**src/boime_pkg.sv**
```systemverilog
// Package for the branch/or/increment/move execution unit
package boime_pkg;
    localparam int unsigned BOIME_DATA_W = 8;
    localparam int unsigned BOIME_PC_W = 13;
    localparam int unsigned BOIME_IMM_W = 11;
    localparam int unsigned BOIME_ADDR_W = 7;
    localparam int unsigned BOIME_LATCH_LO = 3;
    localparam int unsigned BOIME_LATCH_HI = 4;
    localparam logic [7:0] BOIME_ACC_RST = 8'h00;
    localparam logic [12:0] BOIME_PC_RST = 13'h0000;
    localparam logic [3:0] BOIME_JUMP_CYCLES = 4'h2;

    // Operation select
    typedef enum logic [2:0]
    {
        BOIME_OP_JUMP = 3'h0,
        BOIME_OP_ORLIT = 3'h1,
        BOIME_OP_INC = 3'h2,
        BOIME_OP_ORREG = 3'h3,
        BOIME_OP_MOVE = 3'h4
    } boime_op_type;

    // One instruction presented to the unit
    typedef struct packed
    {
        boime_op_type op;
        logic [10:0] imm;
        logic [6:0] addr;
        logic dest;
    } boime_instr_type;

    // Write to the data register file
    typedef struct packed
    {
        logic we;
        logic [6:0] addr;
        logic [7:0] data;
    } boime_wr_type;
endpackage : boime_pkg

```
**src/boime_exec.sv**
```systemverilog
// Execution unit for jump, or-literal, increment, or-register and move
module boime_exec
    import boime_pkg::*;
#(
    parameter int unsigned DATA_W = BOIME_DATA_W,
    parameter int unsigned PC_W = BOIME_PC_W,
    parameter int unsigned IMM_W = BOIME_IMM_W,
    parameter int unsigned ADDR_W = BOIME_ADDR_W
)
(
    input wire logic i_core_clk,
    input wire logic i_rst,
    input wire logic i_valid,
    input wire boime_pkg::boime_instr_type i_instr,
    input wire logic [7:0] i_reg_rdata,
    input wire logic [7:0] i_pc_high_latch,
    output logic o_ready,
    output logic [12:0] o_pc,
    output logic [7:0] o_acc,
    output logic o_zero,
    output boime_pkg::boime_wr_type o_wr
);
    import boime_pkg::*;

    // Packed carriers fix every width; refuse values they cannot serve
    if (DATA_W != BOIME_DATA_W)
    begin : g_chk_data_w
        $error("data width must equal the carrier width");
    end
    if (IMM_W != BOIME_IMM_W)
    begin : g_chk_imm_w
        $error("immediate width must equal the carrier width");
    end
    // Two latch bits sit above the immediate in the pc
    if (PC_W != IMM_W + BOIME_LATCH_HI - BOIME_LATCH_LO + 1)
    begin : g_chk_pc_w
        $error("pc width must be the immediate plus two latch bits");
    end
    if (ADDR_W != BOIME_ADDR_W)
    begin : g_chk_addr_w
        $error("address width must equal the carrier width");
    end

    typedef enum logic [1:0]
    {
        BOIME_ST_RUN = 2'b01,
        BOIME_ST_JWAIT = 2'b10
    } boime_state_type;

    boime_state_type state_r, state_nxt;
    logic [12:0] pc_r, pc_nxt;
    logic [7:0] acc_r, acc_nxt;
    logic zero_r, zero_nxt;
    boime_wr_type wr_r, wr_nxt;
    logic ready_r, ready_nxt;
    logic [7:0] result;

    // Next state, data path and flag update
    always_comb
    begin
        state_nxt = state_r;
        pc_nxt = pc_r;
        acc_nxt = acc_r;
        zero_nxt = zero_r;
        wr_nxt = '0;
        ready_nxt = 1'b1;
        result = 8'h00;
        unique case (state_r)
            BOIME_ST_RUN:
            begin
                if (i_valid && ready_r) // Refused while not ready
                begin
                    unique case (i_instr.op)
                        BOIME_OP_JUMP:
                        begin
                            pc_nxt = {i_pc_high_latch[BOIME_LATCH_HI:
                                BOIME_LATCH_LO], i_instr.imm};
                            state_nxt = BOIME_ST_JWAIT;
                            ready_nxt = 1'b0;
                        end
                        BOIME_OP_ORLIT:
                        begin
                            result = acc_r | i_instr.imm[7:0];
                            acc_nxt = result;
                        end
                        BOIME_OP_INC, BOIME_OP_ORREG, BOIME_OP_MOVE:
                        begin
                            if (i_instr.op == BOIME_OP_INC)
                                result = i_reg_rdata + 8'h01;
                            else if (i_instr.op == BOIME_OP_ORREG)
                                result = acc_r | i_reg_rdata;
                            else
                                result = i_reg_rdata;
                            if (i_instr.dest)
                            begin
                                wr_nxt.we = 1'b1;
                                wr_nxt.addr = i_instr.addr;
                                wr_nxt.data = result;
                            end
                            else
                                acc_nxt = result;
                        end
                        default:
                        begin
                            result = 8'h00;
                        end
                    endcase
                    if (i_instr.op != BOIME_OP_JUMP &&
                        i_instr.op <= BOIME_OP_MOVE)
                        zero_nxt = (result == 8'h00);
                    if (i_instr.op != BOIME_OP_JUMP)
                        pc_nxt = pc_r + 13'h0001;
                end
            end
            BOIME_ST_JWAIT:
            begin
                state_nxt = BOIME_ST_RUN; // Second jump cycle
            end
            default:
            begin
                state_nxt = BOIME_ST_RUN;
            end
        endcase
    end

    // State registers
    always_ff @(posedge i_core_clk)
    begin
        if (i_rst)
        begin
            state_r <= BOIME_ST_RUN;
            pc_r <= BOIME_PC_RST;
            acc_r <= BOIME_ACC_RST;
            zero_r <= 1'b0;
            wr_r <= '0;
            ready_r <= 1'b0;
        end
        else
        begin
            state_r <= state_nxt;
            pc_r <= pc_nxt;
            acc_r <= acc_nxt;
            zero_r <= zero_nxt;
            wr_r <= wr_nxt;
            ready_r <= ready_nxt;
        end
    end

    assign o_ready = ready_r;
    assign o_pc = pc_r;
    assign o_acc = acc_r;
    assign o_zero = zero_r;
    assign o_wr = wr_r;
endmodule : boime_exec

```
**config.mk**
```make
export PLATFORM = sky130hd
export DESIGN_NAME = boime_exec
export DESIGN_NICKNAME = d
export VERILOG_FILES = /design/src/boime_pkg.sv /design/src/boime_exec.sv
export SDC_FILE = /design/constraint.sdc
export NUM_CORES = 1
export LEC_CHECK = 0
export ABC_AREA = 1
export BUFFER_PORTS_ARGS = -buffer_cell sky130_fd_sc_hd__buf_4
export CAP_MARGIN = 20
export CORE_MARGIN = 8
export CORE_UTILIZATION = 49
export DETAILED_ROUTE_END_ITERATION = 10
export GPL_TIMING_DRIVEN = 1
export PLACE_DENSITY_LB_ADDON = 0.25
export SETUP_SLACK_MARGIN = 0.2
export SKIP_CTS_REPAIR_TIMING = 1
export SLEW_MARGIN = 20
export SYNTH_ARGS = -nofsm -noshare
export SYNTH_HDL_FRONTEND = slang
export SYNTH_SLANG_ARGS = --single-unit
```
**constraint.sdc**
```tcl
create_clock -name i_core_clk -period 2.3 [get_ports i_core_clk]
set_input_delay 0.69 -clock i_core_clk [delete_from_list [all_inputs] [get_ports i_core_clk]]
set_output_delay 0.69 -clock i_core_clk [all_outputs]
set_load 0.005 [all_outputs]
```
== Word-level counts from Yosys, hierarchy flattened ==
Index checks and enable logic that the tools add are counted.
Widths: inputs -> output; s select.

* Mux-type cells: 13
* Equality and inequality tests: 6
* $lt $le $gt $ge: 1
* $add $sub $neg: 2
* Bitwise logic cells: 6
* Reduce and logical (&&, ||, !) cells: 15

{| class="wikitable"
|+ Operator list
! operator !! number
|-
| $mux 8 || 5
|-
| $pmux 8 s2 || 2
|-
| $mux 13 || 2
|-
| $mux 16 || 1
|-
| $or 8x8->8 || 2
|-
| $add 13x1->13 const B || 1
|-
| $add 8x1->8 const B || 1
|-
| $logic_not 8->1 || 1
|-
| $eq 3x2->1 const B || 2
|-
| $reduce_and 3->1 || 2
|-
| $reduce_or 5->1 || 1
|-
| $not 1->1 || 4
|-
| $reduce_and 4->1 || 1
|-
| $reduce_bool 2->1 || 2
|-
| $reduce_or 4->1 || 1
|-
| $eq 3x1->1 const B || 1
|-
| $eq 3x3->1 const B || 1
|-
| $le 3x3->1 const B || 1
|-
| $logic_not 3->1 || 1
|-
| $mux 1 || 3
|-
| $reduce_bool 3->1 || 1
|-
| $reduce_or 3->1 || 1
|-
| $eq 2x1->1 const B || 1
|-
| $logic_and 1x1->1 || 2
|-
| 3 further kinds || 3
|}

* Input bits: 41
* Logic and storage cells: 51
* Output and inout bits: 39
* Flip-flop bits (word level): 41

== Logic depth before layout (Yosys ltp) ==
Gate-level depths: netlist of run 1.

* Depth after elaboration: 7
* Mapped depth: 12
* Gate-level depth less buffers: 12

== Worst setup path after synthesis of run 1 ==
OpenSTA, ideal clock, no wires.

* Kind: input port to flip-flop
* From: input i_instr[20] in the netlist's numbering
* To: register pc_r[4] (netlist: o_pc[4])
* Path buffers: 1
* Arrival time: 1.899 ns
* Stages: 9
* Path slack: 0.336 ns
* Data required time: 2.235 ns
* Library setup time: 0.065 ns
* Cell sequence: buf_4 nor2_2 ha_1 inv_1 nor2_2 inv_1 o22ai_1 a31oi_1 nor2_1

* Longest elaborated chain between the ends: 3
* Elaborated cells on any way between the ends: 5
* Those cells by class: mux (1); reduce/logical (4)

{| class="wikitable"
|+ Ends and longest elaborated chain
! element !! line !! text
|-
| start: declaration || boime_exec.sv:14 || <nowiki>input wire boime_pkg::boime_instr_type i_instr,</nowiki>
|-
| $reduce_bool 3->1 / $logic_not 3->1 (equally long branches) || boime_exec.sv:111, boime_exec.sv:73 ||
|-
| $reduce_bool 2->1 (no line) || - ||
|-
| $reduce_and 3->1 (no line) || - ||
|-
| end signal: assignment || boime_exec.sv:141 || <nowiki>pc_r <= pc_nxt;</nowiki>
|-
| end: declaration || boime_exec.sv:51 || <nowiki>logic [12:0] pc_r, pc_nxt;</nowiki>
|}

Parallel ways exist; a longest one is shown, timed or not.
A chain may end at the register's enable or synchronous reset.

== Worst setup path in the final report of run 1 ==
* From: input i_instr[21] in the netlist's numbering
* To: register zero_r (netlist: o_zero)

* Longest elaborated chain between the ends: 7
* Elaborated cells on any way between the ends: 15
* Those cells by class: order compare (1); eq/ne (4); mux (5); reduce/logical (5)

{| class="wikitable"
|+ Ends and longest elaborated chain
! element !! line !! text
|-
| $eq 3x2->1 || boime_exec.sv:73, boime_exec.sv:90 ||
|-
| $mux 8 || boime_exec.sv:90 || <nowiki>else if (i_instr.op == BOIME_OP_ORREG)</nowiki>
|-
| $mux 8 || boime_exec.sv:88 || <nowiki>if (i_instr.op == BOIME_OP_INC)</nowiki>
|-
| $pmux 8 s2 || boime_exec.sv:73 || <nowiki>unique case (i_instr.op)</nowiki>
|-
| $mux 8 || boime_exec.sv:71 || <nowiki>if (i_valid && ready_r)</nowiki>
|-
| $mux 8 || boime_exec.sv:68 || <nowiki>unique case (state_r)</nowiki>
|-
| $logic_not 8->1 || boime_exec.sv:110 || <nowiki>zero_nxt = (result == 8'h00);</nowiki>
|-
| end signal: assignment || boime_exec.sv:143 || <nowiki>zero_r <= zero_nxt;</nowiki>
|-
| end: declaration || boime_exec.sv:53 || <nowiki>logic zero_r, zero_nxt;</nowiki>
|}

Parallel ways exist; a longest one is shown, timed or not. The select of a mux whose other input is x is not followed.

==> results of run 1 <==
-- cell usage in the layout, fill, tap and decap left out, types with 2 or more instances in the layout --
cell	n
buf_4	78
clkinv_2	2
nor2_2	4
o21ai_1	2
dfxtp_1	41
o21bai_1	3
clkbuf_8	5
a21oi_1	15
o21a_1	2
nand2_1	78
nor2_1	34
inv_2	3
xor2_1	2
o211ai_1	7
o21ai_0	13
nor3_1	5
or2_2	2
a31oi_1	8
nand4_1	10
nand2_2	2
nand3_1	22
nand2_4	2
inv_1	45
ha_1	3
-- cells in the mapped netlist (3+ instances only) --
master and n:
a21oi_1 15, nor2_1 34, inv_2 3, ha_1 3, nand4_1 10, o211ai_1 7
o21ai_0 13, o21bai_1 3, clkbuf_1 3, nor3_1 5, nand3_1 22, nor2_2 4
dfxtp_1 41, a31oi_1 8, inv_1 45, nand2_1 78
-- state kept, by name, summed over array words and instances (netlist names) --
signal	flops
o_zero	1
o_pc	13
o_acc	8
o_ready	1
state_r	2
o_wr	16
-- critical path, cell delays in order --
cell     delay [ns]
buf_4          0.12
inv_2          0.15
nand2_4        0.08
nor2_2         0.25
nand4_1        0.17
nand3_1        0.17
nand2_1        0.07
nor2_1         0.10
nand3_1        0.09
a21oi_1        0.13
-- worst paths after layout --
path	cells after the start	from	end
min reg2reg	2	o_zero$_SDFFE_PP0P_	o_zero$_SDFFE_PP0P_
max reg2reg	10	o_pc[0]$_SDFFE_PP0P_	o_pc[12]$_SDFFE_PP0P_
max	10	i_instr[21]	o_zero$_SDFFE_PP0P_
min	2	o_zero$_SDFFE_PP0P_	o_zero$_SDFFE_PP0P_
-- metal layers --
layer | global-route usage [%] | up-vias
met2 | 28.8 | 69
li1 | - | 1208
met1 | 21.1 | 1067
met4 | 6.71 | 0
met3 | 5.96 | 9
met5 | 0 | -
-- per-stage QoR --
step	hold slack [ns]	worst slack (ns)	std cells	utilization [%]
after floorplan	0.470	0.336	322	-
after global placement	0.477	0.259	445	64.5
after detailed placement	0.487	0.205	445	64.5
after CTS	0.499	0.508	453	66.5
after global routing	0.523	0.352	453	66.5
final	0.501	0.498	453	66.5
-- power by group through the flow --
stage | sequential [uW] | clock, uW | combinational [uW]
6_report | 745 | 470 | 241
5_1_grt | 748 | 523 | 268
4_1_cts | 745 | 484 | 240
3_5_place_dp | 762 | 0 | 239
3_3_place_gp | 762 | 0 | 235
2_1_floorplan | 759 | 0 | 127
-- kinds of logic (layout without fill, tap and decap cells) --
family	count (synthesis)	in the layout	share of synthesized area [%]
buffers and inverters	55	134	10.4
flip-flops	41	41	37.2
adder cells (fa/ha/maj)	3	3	1.70
AND/OR/NAND/NOR	166	166	35.0
AO/OA/AOI/OAI	55	55	14.9
XOR/XNOR	2	2	0.794
-- layout make-up --
cell class | count | share of cell area (%)
timing repair buffer | 78 | 20.2
tap | 52 | 2.25
clock inverter | 3 | 0.605
sequential | 41 | 28.3
clock buffer | 5 | 2.38
inverter | 48 | 6.22
multi-input combinational | 226 | 40.0
==> flow_summary_export.csv, run 1 <==
group,metric,value,unit
outcome,status,"finished clean",
power_and_ir_drop,clkPwrFrac,32.3,%
placement,dpl_cell_area,2810,um2
global_routing,grt_max_degree,19,
placement,gp_congestion,0.912,
logic_synthesis,ys.flop_type,"dfxtp_1",
power_and_ir_drop,netSwitchingFraction,28.3,%
power_and_ir_drop,ir_drop,0.345,mV
power_and_ir_drop,power.density,503,nW/um2
logic_synthesis,ys_warn_count,0,
logic_synthesis,netlist_area,2210,um2
timing,finalSetupViolations,0,
logic_synthesis,syn_area_per_cell,6.85,um2
routing,drt-met1-wl,2740,um
routing,wl_per_cell,13.7,um
logic_synthesis,yosysSeqAreaShare,37.2,%
routing,drt-vias-per-instance,5.19,
power_and_ir_drop,p_leak,0.00143,uW
timing,maxSlewViolCount,0,
clocking,cts_tree,"yes",
routing,antenna_left,0,
clocking,ctsRootBufferMaster,"clkbuf_8",
global_routing,antenna_found_initial,0,
routing,detail_route.wirelength,6220,um
clocking,clk_latency,0.30,ns
final_layout,fin_nets,444,
die,initial_core_util,50.7,%
timing,tightestPinTransition,0.329,ns
global_routing,grt_pass1_wl,10500,um
global_routing,overflow,0,
logic_synthesis,syn_inst,322,
routing,wl_met2,2970,um
logic_synthesis,syn_nets,366,
power_and_ir_drop,internal_power,1040,uW
worst_setup_path,critPathArrivalTime,2.03,ns
clocking,cts_max_path_buffers,2,
routing,num_vias,2353,
timing,fmax,0.555,GHz
die,io-pin-count,80,
logic_synthesis,async_flop_share,0,%
routing,highest-signal-layer,"met4",
global_routing,grt_pass1_vias,2277,
die,core_area,4350,um2
timing,hold_violations,0,
die,rows,24,
logic_synthesis,ys_ff_latch,41,
logic_synthesis,yosysUniqueCellTypes,38,
timing,layout_worst_path_cycle_share,78.3,%
clocking,clk_pin_slew_worst_paths,0.08,ns
clocking,cts.sink_count,41,
die,fp.dieW,83.1,um
routing,route.met3.wl,394,um
final_layout,register_area,821,um2
logic_synthesis,yosysTopAreaCell,"dfxtp_1",
logic_synthesis,synth-edff-count,0,
final_layout,drive_gt1_share,26.2,%
placement,port_buffers,73,
min_path,hold_path_class,"reg2reg",
placement,hpwl,4870,um
die,die_y,83.1,um
power_and_ir_drop,sequentialPowerShare,51.2,%
power_and_ir_drop,comb_power_share,16.5,%
clocking,ctsHtreeMaxLevel,2,
final_layout,nFillCells,409,
routing,drt_pass1_iterations,4,
run,maxCapViolCount,0,
worst_setup_path,end_kind,"register",
clocking,cts_buffers,5,
power_and_ir_drop,p_total,1460,uW
timing,slew_headroom,78.0,%
routing,drt_iter0_drc,104,
final_layout,diodes,0,
global_routing,grtUsageTotal,17.8,%
final_layout,design_area,2900,um2
die,die_area,6910,um2
final_layout,areaGrowthSynthToFinish,31.2,%
routing,route.detailed.drc,0,
logic_synthesis,yosysTopAreaCellShare,37.2,%
timing,min_period,1.80,ns
worst_setup_path,critPathKind,"in2reg",
worst_setup_path,cp-start-kind,"primary input",
logic_synthesis,synth.area.top_cells,"dfxtp_1 (37%), nand2_1 (13%), inv_1 (7.7%), nor2_1 (5.8%), nand3_1 (5.0%)",
power_and_ir_drop,p_sw,412,uW
worst_setup_path,rrSetupSlack,0.60,ns
timing,fin_tns_setup,0,ns
final_layout,multiInputGateArea,1160,um2
timing,rsz0062_at_grt,"no",
worst_setup_path,crit_required,2.53,ns
worst_setup_path,cp_max_fo,8,
timing,fin_skew,0.00659,ns
Power figures use the tool's default switching activity.
==> run 2, diff against run 1 <==
- ABC_AREA: 1 -> 0
- clock period: 2.3 -> 1.9 ns (I/O delays scaled with it)
==> run 2 against run 1 <==
  * Clock-buffer cell count unchanged
  * Clock skew increased by 0.0031 ns
  * Routed wire length increased by 8.6%
  * First-iteration DRC count increased by 46%
  * Sequential share of layout area decreased by 2.6 points
  * Sequential power increased by 20%
  * Critical endpoint unchanged
  * Largest power group unchanged
  * Hold slack got worse by 0.025 ns
  * Register-to-register slack got worse by 0.36 ns
==> flow_summary_export.csv, run 2 <==
group,metric,value,unit
clocking,clk_latency,0.30,ns
placement,port_buffers,73,
placement,dpl_cell_area,2970,um2
final_layout,design_area,3180,um2
min_path,min_from,"i_instr[3]",
clocking,clk_pin_slew_worst_paths,0.08,ns
placement,hpwl,5030,um
routing,num_vias,2378,
routing,drt-vias-per-instance,5.74,
worst_setup_path,worstReg2RegEnd,"o_zero$_SDFFE_PP0P_",
power_and_ir_drop,ir_drop,0.399,mV
final_layout,areaGrowthSynthToFinish,47.6,%
power_and_ir_drop,power.density,665,nW/um2
routing,detail_route.wirelength,6750,um
global_routing,grt_max_degree,22,
logic_synthesis,synth_common_cells,"dfxtp_1 (41), a21oi_1 (24), nor2_1 (22)",
worst_setup_path,cp_max_fo,5,
min_path,hold_depth,2,
clocking,ctsRootBufferMaster,"clkbuf_8",
logic_synthesis,yosysTopAreaCell,"dfxtp_1",
worst_setup_path,end_kind,"register",
timing,tightestPinTransition,0.364,ns
worst_setup_path,crit_required,2.10,ns
outcome,status,"finished clean",
timing,rsz0062_at_grt,"yes",
timing,fmax,0.591,GHz
global_routing,antenna_found_initial,0,
final_layout,instances_no_fill,414,
global_routing,grt_pass1_wl,10800,um
min_path,holdPathEnd,"o_wr[10]$_SDFF_PP0_",
logic_synthesis,yosysMostFrequentCell,"dfxtp_1",
worst_setup_path,critPathArrivalTime,1.89,ns
global_routing,grt_pass1_vias,2217,
routing,antenna_left,0,
power_and_ir_drop,internal_power,1600,uW
global_routing,overflow,0,
final_layout,largest_reg_flops,16,
global_routing,grt_util_met3,4.76,%
final_layout,diodes,0,
clocking,cts_tree,"yes",
worst_setup_path,critPathKind,"in2reg",
die,rows,24,
die,fp.dieW,82.4,um
logic_synthesis,syn_area_per_cell,8.39,um2
logic_synthesis,async_flop_share,0,%
min_path,hold_path_class,"in2reg",
die,initial_core_util,50.2,%
logic_synthesis,synth-edff-count,0,
placement,dp_cells,403,
final_layout,finish.utilization,74.2,%
power_and_ir_drop,comb_power_share,17.5,%
timing,min_period,1.69,ns
worst_setup_path,cp-start-kind,"primary input",
power_and_ir_drop,sequentialPowerShare,42.3,%
timing,slew_headroom,75.7,%
timing,fin_skew,0.00964,ns
clocking,ctsHtreeMaxLevel,2,
final_layout,final_common_cell,"buf_4",
logic_synthesis,syn_inst,257,
global_routing,grtUsageTotal,20.1,%
logic_synthesis,yosysSeqAreaShare,38.1,%
final_layout,fin_nets,405,
global_routing,grt_use_met2,32.7,%
power_and_ir_drop,p_sw,521,uW
routing,route.detailed.drc,0,
timing,finalSetupViolations,0,
die,core_area,4290,um2
clocking,cts_max_path_buffers,2,
logic_synthesis,yosysTopAreaCellShare,38.1,%
die,die_area,6780,um2
logic_synthesis,ys_ff_latch,41,
power_and_ir_drop,p_leak,0.00137,uW
clocking,cts.sink_count,41,
logic_synthesis,netlist_area,2160,um2
die,io-pin-count,80,
worst_setup_path,r2r_cells,5,
logic_synthesis,ys.flop_type,"dfxtp_1",
die,die_y,82.4,um
final_layout,final_cell_mix,"buf_4 (112), dfxtp_1 (41), a21oi_1 (24)",
global_routing,met1_usage,25.8,%
worst_setup_path,r2r_start,"o_acc[3]$_SDFFE_PP0P_",
placement,gp_congestion,0.814,
routing,drt_pass1_iterations,4,
power_and_ir_drop,clkPwrFrac,40.2,%
global_routing,grt.busiest_layer,"met2",
run,maxCapViolCount,0,
timing,hold_violations,0,
routing,drt_iter0_drc,152,
worst_setup_path,rrSetupSlack,0.24,ns
logic_synthesis,yosysUniqueCellTypes,51,
timing,hold_slack,0.476,ns
logic_synthesis,ys_warn_count,0,
timing,layout_worst_path_cycle_share,89.0,%
clocking,cts_buffers,5,
routing,wl_per_cell,16.3,um
final_layout,drive_gt1_share,40.6,%
logic_synthesis,synth.area.top_cells,"dfxtp_1 (38%), a21oi_1 (5.6%), nor2_1 (3.8%), o21ai_0 (3.7%), nand3_1 (3.2%)",
logic_synthesis,syn_nets,301,
timing,maxSlewViolCount,0,
power_and_ir_drop,netSwitchingFraction,24.6,%
==> run 2: cell types whose count changed after synthesis, sizes merged, moves of 9 or more <==
cell / before / now
a21oi: 15 / 29
nor2: 39 / 22
nand2: 82 / 16
inv: 48 / 10
and2: 0 / 10
nand3: 23 / 14
==> run 2: worst max-delay path by stage <==
stage / startpoint / end / slack (ns) / cells past startpoint
after global routing: o_acc[0]$_SDFFE_PP0P_ / o_zero$_SDFFE_PP0P_ / 0.16 / 5
after floorplan: i_instr[19] / o_zero$_SDFFE_PP0P_ / 0.18 / 6
after global placement: i_instr[11] / o_zero$_SDFFE_PP0P_ / -0.09 / 6
final: i_instr[20] / o_zero$_SDFFE_PP0P_ / 0.21 / 7
after CTS: o_acc[3]$_SDFFE_PP0P_ / o_zero$_SDFFE_PP0P_ / 0.09 / 5
after detailed placement: i_instr[11] / o_zero$_SDFFE_PP0P_ / -0.18 / 6
==> run 2: layout make-up <==
class | instances | area [um2]
multi-input combinational | 190 | 1260
clock buffer | 5 | 68.8
sequential | 41 | 821
clock inverter | 3 | 68.8
inverter | 10 | 37.5
timing repair buffer | 113 | 861
fill | 339 | 1110
tap | 52 | 65.1
==> run 2: per-stage QoR <==
stage | setup TNS [ns] | total power, uW | setup WS (ns)
6_report | 0 | 2120 | 0.209
5_1_grt | 0 | 2220 | 0.159
4_1_cts | 0 | 2110 | 0.0924
3_5_place_dp | -0.398 | 1270 | -0.177
3_3_place_gp | -0.106 | 1260 | -0.0909
2_1_floorplan | 0 | 1070 | 0.185
==> run 2: logic make-up after synthesis <==
logic type / share of synthesized area (%)
multiplexers: 0.464
adder cells (fa/ha/maj): 1.74
flip-flops: 38.1
AND/OR/NAND/NOR: 24.8
buffers and inverters: 5.92
AO/OA/AOI/OAI: 29.0
==> run 2: per-layer routing <==
layer  vias up  wire length [um]
met5         -                 0
met4         0                82
met3         8               542
met2        97              3340
met1      1112              2790
li1       1161                 -
==> run 2: power groups by stage <==
| stage | clock network, uW | registers, uW | logic (uW) |
|---|---|---|---|
| floorplan | 0 | 914 | 155 |
| CTS | 867 | 894 | 354 |
| global route | 922 | 898 | 402 |
| detailed placement | 0 | 914 | 351 |
| finish | 852 | 896 | 371 |
| global placement | 0 | 913 | 343 |
==> run 2: worst max-delay path, cell delays in order <==
cell	delay (ns)
buf_4	0.11
nor2_1	0.06
ha_1	0.29
o2111ai_1	0.14
a211oi_2	0.31
nand2_1	0.11
o41ai_2	0.30
